**src/logic/plc_pkg.sv**
```systemverilog
// Purpose: shared constants for the logic controller compare and timers
// Assumes: 125 MHz hclk, word-wide register access
// Notes: offsets are byte addresses on the register bus
`default_nettype none
package plc_pkg;
    // clock and tick timing
    localparam int unsigned CLK_KHZ = 125000;
    localparam int unsigned TICK_SHORT_MS = 10;
    localparam int unsigned TICK_LONG_MS = 100;
    // register byte offsets
    localparam logic [7:0] OFS_RUN_ENABLE = 8'h00;
    localparam logic [7:0] OFS_START_LINE = 8'h04;
    localparam logic [7:0] OFS_CTRL_RESET = 8'h08;
    localparam logic [7:0] OFS_T1_CONFIG = 8'h0C;
    localparam logic [7:0] OFS_SET_BASE = 8'h10;
    localparam logic [7:0] OFS_CUR_BASE = 8'h20;
    localparam logic [7:0] OFS_CMP_CONTROL = 8'h30;
    localparam logic [7:0] OFS_CMP_IMMEDIATE = 8'h34;
    localparam logic [7:0] OFS_BIT_AREA = 8'h38;
    localparam logic [7:0] OFS_STATUS = 8'h3C;
    localparam logic [7:0] OFS_GEN_BASE = 8'h40;
    localparam logic [7:0] OFS_PAR_BASE = 8'h50;
    // timer1 configuration digits
    localparam int CFG_SRC_LSB = 0;
    localparam int CFG_MODE_LSB = 4;
    localparam logic [3:0] SRC_TICK_SHORT = 4'h0;
    localparam logic [3:0] SRC_TICK_LONG = 4'h1;
    localparam logic [3:0] SRC_SOURCE_BIT = 4'h2;
    localparam logic [3:0] MODE_HOLD = 4'h0;
    // compare control fields
    localparam int CMP_GO = 0;
    localparam int CMP_SIGNED = 1;
    localparam int CMP_SRC_A = 2;
    localparam int CMP_SRC_B = 4;
    localparam int CMP_IDX_A = 6;
    localparam int CMP_IDX_B = 8;
    localparam int CMP_DEST = 10;
    localparam logic [1:0] OPSRC_REG = 2'h0;
    localparam logic [1:0] OPSRC_PARAM = 2'h1;
    localparam logic [1:0] OPSRC_IMM = 2'h2;
    localparam logic [3:0] DEST_MAX = 4'hD;
    // status fields
    localparam int STAT_RUN = 0;
    localparam int STAT_ERR = 1;
    localparam int STAT_LINE = 16;
    // value limits and reset values
    localparam logic [15:0] START_LINE_MAX = 16'h07D0;
    localparam logic [31:0] VALUE_MAX = 32'h7FFF_FFFF;
    localparam logic [31:0] VALUE_FORBIDDEN = 32'h8000_0000;
    localparam logic [31:0] ZERO_WORD = 32'h0000_0000;
    localparam logic [15:0] ZERO_HALF = 16'h0000;
endpackage
`default_nettype wire

```
**src/logic/plc_compare_and_timers.sv**
```systemverilog
// Purpose: compare unit, run control and four low-speed timers
// Assumes: AHB-Lite single word transfers, one clock, async low reset
// Notes: registers answer with zero wait states, always OKAY
//
// How it works
// - first operand lower: flag n set, flags n+1 and n+2 cleared
// - first operand higher: flags n and n+1 cleared, flag n+2 set
// - operands equal: same flag pattern as higher
// - unsigned compare treats operands as 32-bit magnitudes
// - signed compare treats operands as 32-bit two's complement
// - each operand comes from register area or parameter area, the first also from a constant
// - flags land in bit area starting at the destination bit
// - only the first operand may be an immediate constant
// - program runs only while run enable holds 1, default 0
// - controller reset at 1 resets the controller, 0 leaves it
// - timer1 mode 0 holds at set value, 1 counts past it; timers 2 to 4 always hold
// - timer1 source 0 ticks every 10 ms, 1 every 100 ms
// - timer1 source 2 counts edges of the source bit input
// - set values signed within +-2147483647, default 0, take effect now
// - four independent timers, each with its own set value
// - each timer current value is readable, signed
//
// Decided for this implementation: the placing of the registers and the AHB-Lite interface to the registers.
`timescale 1ns/100ps
`default_nettype none
module plc_compare_and_timers #(
    parameter int unsigned TICK_SHORT_CYC =
        plc_pkg::TICK_SHORT_MS * plc_pkg::CLK_KHZ,
    parameter int unsigned TICK_LONG_CYC =
        plc_pkg::TICK_LONG_MS * plc_pkg::CLK_KHZ
) (
    // clock and reset
    input wire logic hclk,
    input wire logic hresetn,
    // AHB-Lite slave
    input wire logic hsel,
    input wire logic [31:0] haddr,
    input wire logic [1:0] htrans,
    input wire logic hwrite,
    input wire logic [2:0] hsize,
    input wire logic [31:0] hwdata,
    input wire logic hready,
    output logic hreadyout,
    output logic hresp,
    output logic [31:0] hrdata,
    // external count source, asynchronous pin
    input wire logic timer1_source_bit,
    // controller state
    output logic program_running,
    output logic controller_reset,
    output logic [15:0] program_line,
    output logic [15:0] bit_area
);
    import plc_pkg::*;

    // compare outcome: bit0 is flag n, bit2 is flag n+2
    function automatic logic [2:0] cmp_flags(input logic [31:0] a,
        input logic [31:0] b, input logic sgn);
        logic lower;
        lower = sgn ? ($signed(a) < $signed(b)) : (a < b);
        cmp_flags = lower ? 3'b001 : 3'b100;
    endfunction

    // one timer step; saturates rather than wrapping into the negatives
    function automatic logic [31:0] timer_next(input logic [31:0] cur,
        input logic [31:0] set, input logic hold, input logic tick);
        timer_next = cur;
        if (tick && !(hold && $signed(cur) >= $signed(set)) &&
            cur != VALUE_MAX) begin
            timer_next = cur + 32'h0000_0001;
        end
    endfunction

    // register state
    logic run_r;
    logic [15:0] start_line_r;
    logic ctl_rst_r;
    logic [15:0] t1_cfg_r;
    logic [31:0] set_r [4];
    logic [31:0] cur_r [4];
    logic [31:0] gen_r [4];
    logic [31:0] par_r [4];
    logic [15:0] cmp_ctl_r;
    logic [31:0] cmp_imm_r;
    logic [15:0] bit_area_r;
    logic err_r;
    logic [15:0] program_line_r;
    logic running_d_r;
    logic go_r;
    logic [3:0] last_dest_r;

    // bus pipeline
    logic wr_r;
    logic [7:0] wr_addr_r;
    logic [31:0] hrdata_r;
    logic [31:0] prescale_s_r;
    logic [31:0] prescale_l_r;
    logic src_meta_r;
    logic src_sync_r;
    logic src_prev_r;

    // address phase decode; only whole words are accepted
    wire addr_ok = hsel && hready && htrans[1] && hsize == 3'b010;
    wire [7:0] a_addr = haddr[7:0];
    wire unmapped = |haddr[31:8] || a_addr[1:0] != 2'b00 ||
        a_addr > OFS_PAR_BASE + 8'h0C;
    wire wr_set = addr_ok && hwrite && !unmapped;
    // a narrow read is still answered, with zero, so stale data never shows
    wire rd_set = hsel && hready && htrans[1] && !hwrite;
    wire [1:0] wr_idx = wr_addr_r[3:2];
    wire [1:0] rd_idx = a_addr[3:2];

    // data phase write strobes
    wire w_run = wr_r && wr_addr_r == OFS_RUN_ENABLE;
    wire w_line = wr_r && wr_addr_r == OFS_START_LINE;
    wire w_crst = wr_r && wr_addr_r == OFS_CTRL_RESET;
    wire w_cfg = wr_r && wr_addr_r == OFS_T1_CONFIG;
    wire w_set = wr_r && wr_addr_r[7:4] == OFS_SET_BASE[7:4];
    wire w_ctl = wr_r && wr_addr_r == OFS_CMP_CONTROL;
    wire w_imm = wr_r && wr_addr_r == OFS_CMP_IMMEDIATE;
    wire w_bits = wr_r && wr_addr_r == OFS_BIT_AREA;
    wire w_gen = wr_r && wr_addr_r[7:4] == OFS_GEN_BASE[7:4];
    wire w_par = wr_r && wr_addr_r[7:4] == OFS_PAR_BASE[7:4];

    // run control
    wire running = run_r && !ctl_rst_r;
    wire run_rise = running && !running_d_r;

    // tick sources, stopped and restarted with the controller
    wire tick_s = running && prescale_s_r == TICK_SHORT_CYC - 1;
    wire tick_l = running && prescale_l_r == TICK_LONG_CYC - 1;
    wire tick_b = running && src_sync_r && !src_prev_r;
    wire [3:0] t1_src = t1_cfg_r[CFG_SRC_LSB +: 4];
    wire [3:0] t1_mode = t1_cfg_r[CFG_MODE_LSB +: 4];
    wire t1_tick = (t1_src == SRC_TICK_SHORT) ? tick_s :
        (t1_src == SRC_TICK_LONG) ? tick_l :
        (t1_src == SRC_SOURCE_BIT) ? tick_b : 1'b0;
    wire [3:0] t_tick = {tick_s, tick_s, tick_s, t1_tick};
    wire [3:0] t_hold = {3'b111, t1_mode == MODE_HOLD};

    // operand selection and legality of the pairing
    wire [1:0] src_a = cmp_ctl_r[CMP_SRC_A +: 2];
    wire [1:0] src_b = cmp_ctl_r[CMP_SRC_B +: 2];
    wire [1:0] idx_a = cmp_ctl_r[CMP_IDX_A +: 2];
    wire [1:0] idx_b = cmp_ctl_r[CMP_IDX_B +: 2];
    wire [3:0] dest_n = cmp_ctl_r[CMP_DEST +: 4];
    wire cmp_sgn = cmp_ctl_r[CMP_SIGNED];
    wire [31:0] op_a = (src_a == OPSRC_IMM) ? cmp_imm_r :
        (src_a == OPSRC_PARAM) ? par_r[idx_a] : gen_r[idx_a];
    wire [31:0] op_b = (src_b == OPSRC_PARAM) ? par_r[idx_b] : gen_r[idx_b];
    wire pair_ok = src_a != 2'h3 && src_b != 2'h3 &&
        src_b != OPSRC_IMM && dest_n <= DEST_MAX;
    wire cmp_ok = go_r && pair_ok;
    wire [2:0] cmp_res = cmp_flags(op_a, op_b, cmp_sgn);
    wire [15:0] dest_mask = 16'(16'h0007 << dest_n);
    wire [15:0] cmp_bits = 16'({13'h0000, cmp_res} << dest_n);
    wire [15:0] area_shift = bit_area_r >> last_dest_r;
    wire [2:0] area_window = area_shift[2:0];

    // read mux for the address phase
    logic [31:0] rd_val;
    always_comb begin
        rd_val = ZERO_WORD;
        if (a_addr[7:4] == OFS_SET_BASE[7:4]) begin
            rd_val = set_r[rd_idx];
        end else if (a_addr[7:4] == OFS_CUR_BASE[7:4]) begin
            rd_val = cur_r[rd_idx];
        end else if (a_addr[7:4] == OFS_GEN_BASE[7:4]) begin
            rd_val = gen_r[rd_idx];
        end else if (a_addr[7:4] == OFS_PAR_BASE[7:4]) begin
            rd_val = par_r[rd_idx];
        end else begin
            case (a_addr)
                OFS_RUN_ENABLE: rd_val = {31'h0000_0000, run_r};
                OFS_START_LINE: rd_val = {ZERO_HALF, start_line_r};
                OFS_CTRL_RESET: rd_val = {31'h0000_0000, ctl_rst_r};
                OFS_T1_CONFIG: rd_val = {ZERO_HALF, t1_cfg_r};
                OFS_CMP_CONTROL: rd_val = {ZERO_HALF, cmp_ctl_r};
                OFS_CMP_IMMEDIATE: rd_val = cmp_imm_r;
                OFS_BIT_AREA: rd_val = {ZERO_HALF, bit_area_r};
                OFS_STATUS: rd_val = {program_line_r, 14'h0000,
                    err_r, running};
                default: rd_val = ZERO_WORD;
            endcase
        end
    end

    // bus pipeline; read data is caught in the address phase edge
    always_ff @(posedge hclk or negedge hresetn) begin
        if (!hresetn) begin
            wr_r <= 1'b0;
            wr_addr_r <= 8'h00;
            hrdata_r <= ZERO_WORD;
        end else begin
            wr_r <= wr_set;
            wr_addr_r <= a_addr;
            if (rd_set) begin
                hrdata_r <= (unmapped || hsize != 3'b010) ? ZERO_WORD :
                    rd_val;
            end
        end
    end

    // run, start line, reset request and timer1 configuration
    always_ff @(posedge hclk or negedge hresetn) begin
        if (!hresetn) begin
            run_r <= 1'b0;
            start_line_r <= ZERO_HALF;
            ctl_rst_r <= 1'b0;
            t1_cfg_r <= ZERO_HALF;
        end else begin
            if (w_run && hwdata[31:1] == 31'h0000_0000) begin
                run_r <= hwdata[0];
            end
            if (w_line && hwdata[31:16] == ZERO_HALF &&
                hwdata[15:0] <= START_LINE_MAX) begin
                start_line_r <= hwdata[15:0];
            end
            if (w_crst && hwdata[31:1] == 31'h0000_0000) begin
                ctl_rst_r <= hwdata[0];
            end
            if (w_cfg) begin
                t1_cfg_r <= hwdata[15:0];
            end
        end
    end

    // program line latches the start line on each start
    always_ff @(posedge hclk or negedge hresetn) begin
        if (!hresetn) begin
            running_d_r <= 1'b0;
            program_line_r <= ZERO_HALF;
        end else begin
            running_d_r <= running;
            if (run_rise) begin
                program_line_r <= start_line_r;
            end
        end
    end

    // tick prescalers; cleared while stopped so a start gives a full tick
    always_ff @(posedge hclk or negedge hresetn) begin
        if (!hresetn) begin
            prescale_s_r <= ZERO_WORD;
            prescale_l_r <= ZERO_WORD;
        end else begin
            prescale_s_r <= (!running || tick_s) ? ZERO_WORD :
                prescale_s_r + 32'h0000_0001;
            prescale_l_r <= (!running || tick_l) ? ZERO_WORD :
                prescale_l_r + 32'h0000_0001;
        end
    end

    // source bit synchroniser and edge history
    always_ff @(posedge hclk or negedge hresetn) begin
        if (!hresetn) begin
            src_meta_r <= 1'b0;
            src_sync_r <= 1'b0;
            src_prev_r <= 1'b0;
        end else begin
            src_meta_r <= timer1_source_bit;
            src_sync_r <= src_meta_r;
            src_prev_r <= src_sync_r;
        end
    end

    // set values, current values and the operand areas
    always_ff @(posedge hclk or negedge hresetn) begin
        if (!hresetn) begin
            for (int i = 0; i < 4; i++) begin
                set_r[i] <= ZERO_WORD;
                cur_r[i] <= ZERO_WORD;
                gen_r[i] <= ZERO_WORD;
                par_r[i] <= ZERO_WORD;
            end
        end else begin
            for (int i = 0; i < 4; i++) begin
                if (ctl_rst_r) begin
                    cur_r[i] <= ZERO_WORD;
                end else begin
                    cur_r[i] <= timer_next(cur_r[i], set_r[i],
                        t_hold[i], t_tick[i]);
                end
            end
            // the one pattern outside the signed range is refused
            if (w_set && hwdata != VALUE_FORBIDDEN) begin
                set_r[wr_idx] <= hwdata;
            end
            if (w_gen) begin
                gen_r[wr_idx] <= hwdata;
            end
            if (w_par) begin
                par_r[wr_idx] <= hwdata;
            end
        end
    end

    // compare unit: launched by a control write with the go bit set
    always_ff @(posedge hclk or negedge hresetn) begin
        if (!hresetn) begin
            cmp_ctl_r <= ZERO_HALF;
            cmp_imm_r <= ZERO_WORD;
            bit_area_r <= ZERO_HALF;
            err_r <= 1'b0;
            go_r <= 1'b0;
            last_dest_r <= 4'h0;
        end else begin
            go_r <= w_ctl && hwdata[CMP_GO];
            if (w_ctl) begin
                cmp_ctl_r <= hwdata[15:0];
            end
            if (w_imm) begin
                cmp_imm_r <= hwdata;
            end
            if (go_r) begin
                err_r <= !pair_ok;
            end
            // the compare result wins over a software write of the area
            if (cmp_ok) begin
                bit_area_r <= (bit_area_r & ~dest_mask) | cmp_bits;
                last_dest_r <= dest_n;
            end else if (w_bits) begin
                bit_area_r <= hwdata[15:0];
            end
        end
    end

    // outputs
    assign hreadyout = 1'b1;
    assign hresp = 1'b0;
    assign hrdata = hrdata_r;
    assign program_running = running;
    assign controller_reset = ctl_rst_r;
    assign program_line = program_line_r;
    assign bit_area = bit_area_r;

    // checks
    property p_cmp_lower;
        @(posedge hclk) disable iff (!hresetn)
        cmp_ok && cmp_res == 3'b001 |=> area_window == 3'b001;
    endproperty
    a_cmp_lower: assert property (p_cmp_lower)
        else $error("lower compare flags wrong");
    property p_cmp_not_lower;
        @(posedge hclk) disable iff (!hresetn)
        cmp_ok && !(cmp_sgn ? $signed(op_a) < $signed(op_b) : op_a < op_b)
        |=> area_window == 3'b100;
    endproperty
    a_cmp_not_lower: assert property (p_cmp_not_lower)
        else $error("higher or equal compare flags wrong");
    property p_unsigned;
        @(posedge hclk) disable iff (!hresetn)
        cmp_ok && !cmp_sgn && op_a[31] && !op_b[31] |=> area_window[2];
    endproperty
    a_unsigned: assert property (p_unsigned)
        else $error("unsigned compare misread top bit");
    property p_signed;
        @(posedge hclk) disable iff (!hresetn)
        cmp_ok && cmp_sgn && op_a[31] && !op_b[31] |=> area_window[0];
    endproperty
    a_signed: assert property (p_signed)
        else $error("signed compare misread sign");
    property p_imm_second;
        @(posedge hclk) disable iff (!hresetn)
        go_r && src_b == OPSRC_IMM |=> $stable(bit_area_r) && err_r;
    endproperty
    a_imm_second: assert property (p_imm_second)
        else $error("constant second operand accepted");
    property p_stopped;
        @(posedge hclk) disable iff (!hresetn)
        !run_r && !ctl_rst_r ##1 !ctl_rst_r |-> $stable(cur_r[0]);
    endproperty
    a_stopped: assert property (p_stopped)
        else $error("timer moved while stopped");
    property p_ctl_reset;
        @(posedge hclk) disable iff (!hresetn)
        ctl_rst_r |-> !program_running ##1 cur_r[1] == ZERO_WORD;
    endproperty
    a_ctl_reset: assert property (p_ctl_reset)
        else $error("controller reset did not clear");
    property p_hold;
        @(posedge hclk) disable iff (!hresetn)
        !ctl_rst_r && t1_mode == MODE_HOLD &&
        $signed(cur_r[0]) >= $signed(set_r[0]) |=> $stable(cur_r[0]);
    endproperty
    a_hold: assert property (p_hold)
        else $error("timer passed set value in hold mode");
    property p_step;
        @(posedge hclk) disable iff (!hresetn)
        tick_s && !ctl_rst_r && $signed(cur_r[1]) < $signed(set_r[1])
        |=> cur_r[1] == $past(cur_r[1]) + 32'h0000_0001;
    endproperty
    a_step: assert property (p_step)
        else $error("timer did not step on tick");
    property p_start;
        @(posedge hclk) disable iff (!hresetn)
        run_rise |=> program_line_r == $past(start_line_r);
    endproperty
    a_start: assert property (p_start)
        else $error("program line not loaded on start");
    c_lower: cover property (@(posedge hclk) disable iff (!hresetn)
        cmp_ok && cmp_res == 3'b001);
    c_refused: cover property (@(posedge hclk) disable iff (!hresetn)
        go_r && !pair_ok);
    c_tick: cover property (@(posedge hclk) disable iff (!hresetn)
        t1_tick && running);
endmodule
`default_nettype wire

```
**config.mk**
```make
export PLATFORM = sky130hd
export DESIGN_NAME = plc_compare_and_timers
export DESIGN_NICKNAME = d
export VERILOG_FILES = /design/src/logic/plc_pkg.sv /design/src/logic/plc_compare_and_timers.sv
export SDC_FILE = /design/constraint.sdc
export NUM_CORES = 2
export LEC_CHECK = 0
export BUFFER_PORTS_ARGS = -buffer_cell sky130_fd_sc_hd__buf_2
export CAP_MARGIN = 20
export CORE_ASPECT_RATIO = 0.9
export CORE_MARGIN = 8
export CORE_UTILIZATION = 57
export CTS_CLUSTER_DIAMETER = 50
export DETAILED_ROUTE_END_ITERATION = 7
export MAX_ROUTING_LAYER = met4
export PLACE_DENSITY = 0.78
export SLEW_MARGIN = 40
export SYNTH_ARGS = -nofsm -noshare
export SYNTH_HDL_FRONTEND = slang
export SYNTH_SLANG_ARGS = --single-unit
```
**constraint.sdc**
```tcl
create_clock -name hclk -period 4.3 [get_ports hclk]
set_clock_uncertainty 0.2 [all_clocks]
set_input_delay 0.215 -clock hclk [delete_from_list [all_inputs] [get_ports hclk]]
set_output_delay 0.215 -clock hclk [all_outputs]
set_load 0.01 [all_outputs]
```
======== Word-level counts from Yosys, hierarchy flattened ========
Cells that the tools add are included.
word-level totals
  flip-flop bits (word level) ............. 737
  logic and storage cells ................. 227
  input port bits ......................... 75
  output and inout bits ................... 68
operators by class
  bitwise operators ....................... 7
  equality and inequality tests ........... 37
  mux-type cells .......................... 55
  reduce and logical (&&, ||, !) cells .... 71
  shifts and indexed selects .............. 2
  order comparisons ....................... 14
  add/sub/neg operators ................... 6
operators with widths
  kind                   count
  $mux 32                35
  $bmux 32 s2            8
  $bwmux 128             3
  $pmux 32 s8            1
  $add 32x1->32 const B  6
  $ge 32x32->1           4
  $ne 32x31->1 const B   4
  $demux 32 s2           1
  $lt 32x32->1           2
  $eq 8x6->1 const B     7
  $logic_and 1x1->1      42
  $eq 32x21->1 const B   1
  $eq 32x24->1 const B   1
  $eq 8x4->1 const B     4
  $mux 16                2
  $ne 32x32->1 const B   1
  $logic_not 31->1       1
  $reduce_or 24->1       1
  $and 16x16->16         1
  $eq 4x3->1 const B     4
  $eq 8x3->1 const B     2
  $le 16x11->1 const B   1
  $logic_not 16->1       1
  $logic_not 8->1        2
  22 further kinds       57

======== Longest topological paths before layout ========
  depth in word-level cells ............... 12
  mapped depth ............................ 17
  gate-level depth less buffers ........... 14

======== Least setup slack after synthesis ========
Ideal clock, no wire load.
  path kind ............................... reg-to-reg
  from .................................... register cmp_ctl_r[6]
  to ...................................... register bit_area_r[14] (netlist: bit_area[14])
  clock period less this slack ............ 4.688 ns
  setup slack ............................. -0.388 ns
  cell stages (with the launch flop) ...... 17
  setup time .............................. 0.129 ns
  buffers on the path ..................... 4
  data arrival time ....................... 4.359 ns
  required time ........................... 3.971 ns
  cells stage by stage .................... dfrtp_1 -> buf_2 -> buf_1 -> buf_2 -> mux4_2 -> nand2_1 -> a31oi_1 -> ha_1 -> a21o_1 -> a221o_1 -> a221oi_1 -> o211ai_1 -> o32ai_1 -> mux2_2 -> buf_4 -> nor2_1 -> o41a_1
on the way
  cells in the longest elaborated chain, start to end .. 12
  elaborated cells on any way between the ends .. 16
  classes of those cells .................. order compare (2); shift (1); mux (11); bitwise (2)
RTL lines
  what                                        RTL line                       text
  start, declared                             plc_compare_and_timers.sv:83   logic [15:0] cmp_ctl_r;
  start signal, assigned                      plc_compare_and_timers.sv:310  cmp_ctl_r <= hwdata[15:0];
  $not 2->3 (implied by the code) (*)         plc_compare_and_timers.sv:149  (src_a == OPSRC_PARAM) ? par_r[idx_a] : gen_r[idx_a];
  $bmux 32 s2                                 plc_compare_and_timers.sv:149
  $mux 32 (implied by the code) (2 in a row)  plc_compare_and_timers.sv:149
  $mux 32 (*)                                 plc_compare_and_timers.sv:149
  $mux 32 (*)                                 plc_compare_and_timers.sv:148  wire [31:0] op_a = (src_a == OPSRC_IMM) ? cmp_imm_r :
  $lt 32x32->1                                plc_compare_and_timers.sv:60   lower = sgn ? ($signed(a) < $signed(b)) : (a < b);
  $mux 1 (*)                                  plc_compare_and_timers.sv:60
  $mux 3 (*)                                  plc_compare_and_timers.sv:61   cmp_flags = lower ? 3'b001 : 3'b100;
  $shl 3x4->16 (*)                            plc_compare_and_timers.sv:156  wire [15:0] cmp_bits = 16'({13'h0000, cmp_res} << dest_n);
  $or 16x16->16 (*)                           plc_compare_and_timers.sv:320  bit_area_r <= (bit_area_r & ~dest_mask) | cmp_bits;
  $mux 16 (*)                                 plc_compare_and_timers.sv:319  if (cmp_ok) begin
  end signal, assigned                        plc_compare_and_timers.sv:320
  end signal, assigned                        plc_compare_and_timers.sv:323  bit_area_r <= hwdata[15:0];
  end, declared                               plc_compare_and_timers.sv:85   logic [15:0] bit_area_r;
Mark *: on every way between the ends. The rest lies on a longest branch, timed or not. The select of a mux whose other input is x is not followed.
A chain may end at the register's enable or synchronous reset.

======== Final worst setup path ========
  from .................................... register cmp_ctl_r[7]
  to ...................................... register bit_area_r[12] (netlist: bit_area[12])
Same word-level chain as after synthesis.

==> summary.md <==
| Metric | Value |
|---|---|
| Async SR Flop Fraction | `1.00` |
| Synthesis-stage register bit count | `737` |
| Setup Crit Path Kind | `flip-flop to flip-flop` |
| Num CTS Buffers | `85` |
| Reg2Reg Launch Point | `cmp_ctl_r[7]$_DFFE_PN0P_` |
| DIE AREA | `85700 sq um` |
| Die H | `279 um` |
| Crit. End Element | `flip-flop` |
| Vias/cell | `6.82` |
| Worst Hold Class | `input pin to flip-flop` |
| Leak | `22.2 nW` |
| Leading cell type in the layout, fill and taps excluded | `dfrtp_1` |
| Reg2reg path depth | `15` |
| Drt first-iter violations | `5004` |
| Post-synth net total | `4237` |
| Clock network power share | `0.474` |
| Cell Int Power | `11.4 mW` |
| Drt wl/cell | `26.4 um` |
| Crit-path slowest cell | `dfrtp_4` |
| Met2 Usage GRT | `0.469` |
| Area Growth Syn to Fin | `13.5%` |
| Bufs on Longest Clock Path | `3` |
| Initial antenna violation count | `4` |
| Most frequent cells in the layout | `dfrtp_1 (731), nand2_1 (414), mux2_2 (362)` |
| DRC violations left | `1` |
| RSZ-0062 raised after global routing | `true` |
| Most frequent CP cell | `nand2_1` |
| Final clock period utilization by the worst path | `1.04` |
| Critical path cell sequence | `buf_16 > mux4_2 > nand2_1 > and3_1 > a31oi_1 > ha_1 > nand4_1 > nor2_2 > o2111ai_1 > a41oi_2 > o32ai_2 > mux2_4 > mux2i_2 > nand2_1 > o311ai_1` |
| Non-Filler Instances | `5252` |
| Core Box Area | `76000 sq um` |
| Max frequency | `224 MHz` |
| Reg power frac | `0.469` |
| Die Wd | `308 um` |
| Worst-path fanout max | `53` |
| Register area | `18500 sq um` |
| Ports | `143` |
| Switching pwr | `3.86 mW` |
| Layout fillers | `5618` |
| WP data required | `4620 ps` |
| Final hold violation count | `0` |
| Via Count | `35834` |
| Gr ovfl total | `0` |
| Worst-Margin Slew | `871 ps` |
| Comb power frac | `0.057` |
| Most used routing layer | `met2` |
| Top FF cell, synth | `dfrtp_1` |
| RD Place Congestion | `0.992` |
| Yosys cell types | `85` |
| Number of global-route vias before repair | `35359` |
| Routing usage on met1 | `0.433` |
| CTS sink cnt | `737` |
| Outcome | `complete, but fails checks` |
| Post-Route Setup TNS | `-172 ps` |
| Sw frac | `0.253` |
| Seq/Total Area, Yosys | `0.422` |
| WL final | `139000 um` |
| Final Worst Setup Slack | `-172 ps` |
| Initial Util | `0.574` |
| CTS tree | `built` |
| M3 GR Usage | `0.0961` |
| Worst-path clk slew | `60 ps` |
| Clock Tree Root | `clkbuf_16` |
| Slowest stage delay, CP | `570 ps` |
| Largest net degree at the start of global routing | `153` |
| EDFF count, synth | `0` |
| Average size of a mapped cell | `10.9 sq um` |
| Max Cap Viol | `0` |
| Clock H-tree levels | `3` |
| Mapped Cells | `3997` |
| Final Critical Period | `4470 ps` |
| Pins Over Slew Limit | `0` |
| Synth Warn # | `0` |
| Multi-input combinational cell area | `23700 sq um` |
| Crit Reg-Reg Endpoint | `bit_area[12]$_DFFE_PN0P_` |
| Slew headroom | `0.417` |
| Final setup vio count | `1` |
| Worst setup SP type | `flip-flop` |
| DP HPWL | `92600 um` |
| Nets | `4390` |
| Hold WS | `29.4 ps` |
| Mapped Area | `43700 sq um` |
| Placed cell count | `5034` |
| Failing checks | `DRC, setup timing` |
| Final ANT Viol Nets | `0` |
| VDD IR-drop max | `0.000332 V` |
| Global-route wire length before repair | `212000 um` |
| First-pass iteration count of the detailed router | `8` |
| CP startpoint | `cmp_ctl_r[7]$_DFFE_PN0P_` |
| Crit path to | `bit_area[12]$_DFFE_PN0P_` |
| Buffers on Ports | `139` |
| R2R Setup Slk | `-170 ps` |
| Worst path bufs/invs | `1` |
| Worst-skew pair later-pin latency | `670 ps` |
| Row count | `96` |
| Worst path top cell family by delay | `multiplexers` |
| GR Util All Layers | `0.327` |
| Pwr/cell area | `307 nW/um^2` |
| WP depth | `15` |
| Crit path DAT | `4800 ps` |
| Share of cells above drive strength 1 | `0.270` |
-- power groups by stage --
| stage | Sequential [mW] | Combinational (mW) | Clock [mW] |
|---|---|---|---|
| 4_1_cts | 7.13 | 0.854 | 7.26 |
| 6_report | 7.14 | 0.868 | 7.22 |
| 5_1_grt | 7.14 | 0.927 | 7.54 |
| 2_1_floorplan | 7.22 | 0.432 | 0 |
| 3_3_place_gp | 7.24 | 0.790 | 0 |
| 3_5_place_dp | 7.25 | 0.810 | 0 |
-- flip-flops by register name, indices dropped and copies added (netlist names), 8 cells and up --
signal and cells:
start_line_r 16, cmp_imm_r 32, program_line 16, bit_area 16, cmp_ctl_r 16, prescale_l_r 32, cur_r 128, hrdata 32
wr_addr_r 8, gen_r 128, t1_cfg_r 16, set_r 128, par_r 128, prescale_s_r 32
-- worst min path at each step --
stage,from,endpoint,slack [ps],depth (start not counted)
after floorplan,hresetn,bit_area[0]$_DFFE_PN0P_,-280,0
after global placement,timer1_source_bit,src_meta_r$_DFF_PN0_,130,1
after detailed placement,hresetn,par_r[59]$_DFFE_PN0P_,-30,1
after CTS,timer1_source_bit,src_meta_r$_DFF_PN0_,2,2
after global routing,timer1_source_bit,src_meta_r$_DFF_PN0_,40,2
final,haddr[2],wr_addr_r[2]$_DFF_PN0_,30,2
-- synthesized netlist by cell type, drive strengths merged (73+ instances only) --
master    n  area, sq um
dfrtp   737        18400
mux4    259         5830
nand2   419         1580
nand4    77          494
mux2    367         4140
a21oi   165          837
buf      80          367
o21ai   258         1300
nand3    91          465
inv     169          634
nor2    252          948
clkbuf  193          724
ha      165         2060
and3     73          457
-- layout make-up --
cell class / count / area share
multi-input cells: 2816 / 0.478
flip-flops and latches: 737 / 0.372
repair buffers: 339 / 0.0547
clock buffers: 111 / 0.0471
well taps: 1029 / 0.0260
inverters: 171 / 0.0129
clock inverters: 46 / 0.00881
diodes: 3 / 0.000151
-- metrics by stage --
stage / area (sq um) / utilization / setup slack, ps / power, mW
6_report: 49600 / 0.652 / -172 / 15.2
3_5_place_dp: 46100 / 0.606 / -43.2 / 8.06
5_1_grt: 49600 / 0.652 / -287 / 15.6
3_3_place_gp: 46000 / 0.605 / 52.2 / 8.03
2_1_floorplan: 43700 / - / 11.0 / 7.65
4_1_cts: 49400 / 0.649 / 43.6 / 15.2
-- layer usage --
metal	vias to the layer above	part of all wire
met5	-	0
met4	0	0.049
met3	498	0.13
met2	2482	0.44
met1	17837	0.38
li1	15017	-
-- repair_timing --
| action | 4_1_cts | 5_1_grt |
|---|---|---|
| pin swaps | 0 | 18 |
| buffers inserted | 1 | 7 |
| gates cloned | 0 | 1 |
| hold buffers | 48 | 0 |
| setup endpoints to repair | 12 | 15 |
| hold endpoints to repair | 909 | 0 |
| gates resized for setup | 1 | 16 |
-- cell families after synthesis --
family | Yosys count | share of synthesized area
mux | 685 | 0.242
xor+xnor | 116 | 0.0233
simple gates | 1146 | 0.126
flops | 737 | 0.422
compound gates | 702 | 0.0987
other cells | 2 | 0.000172
buf+inv | 444 | 0.0397
fa+ha+maj | 165 | 0.0473
(Power assumes the default switching activity.)
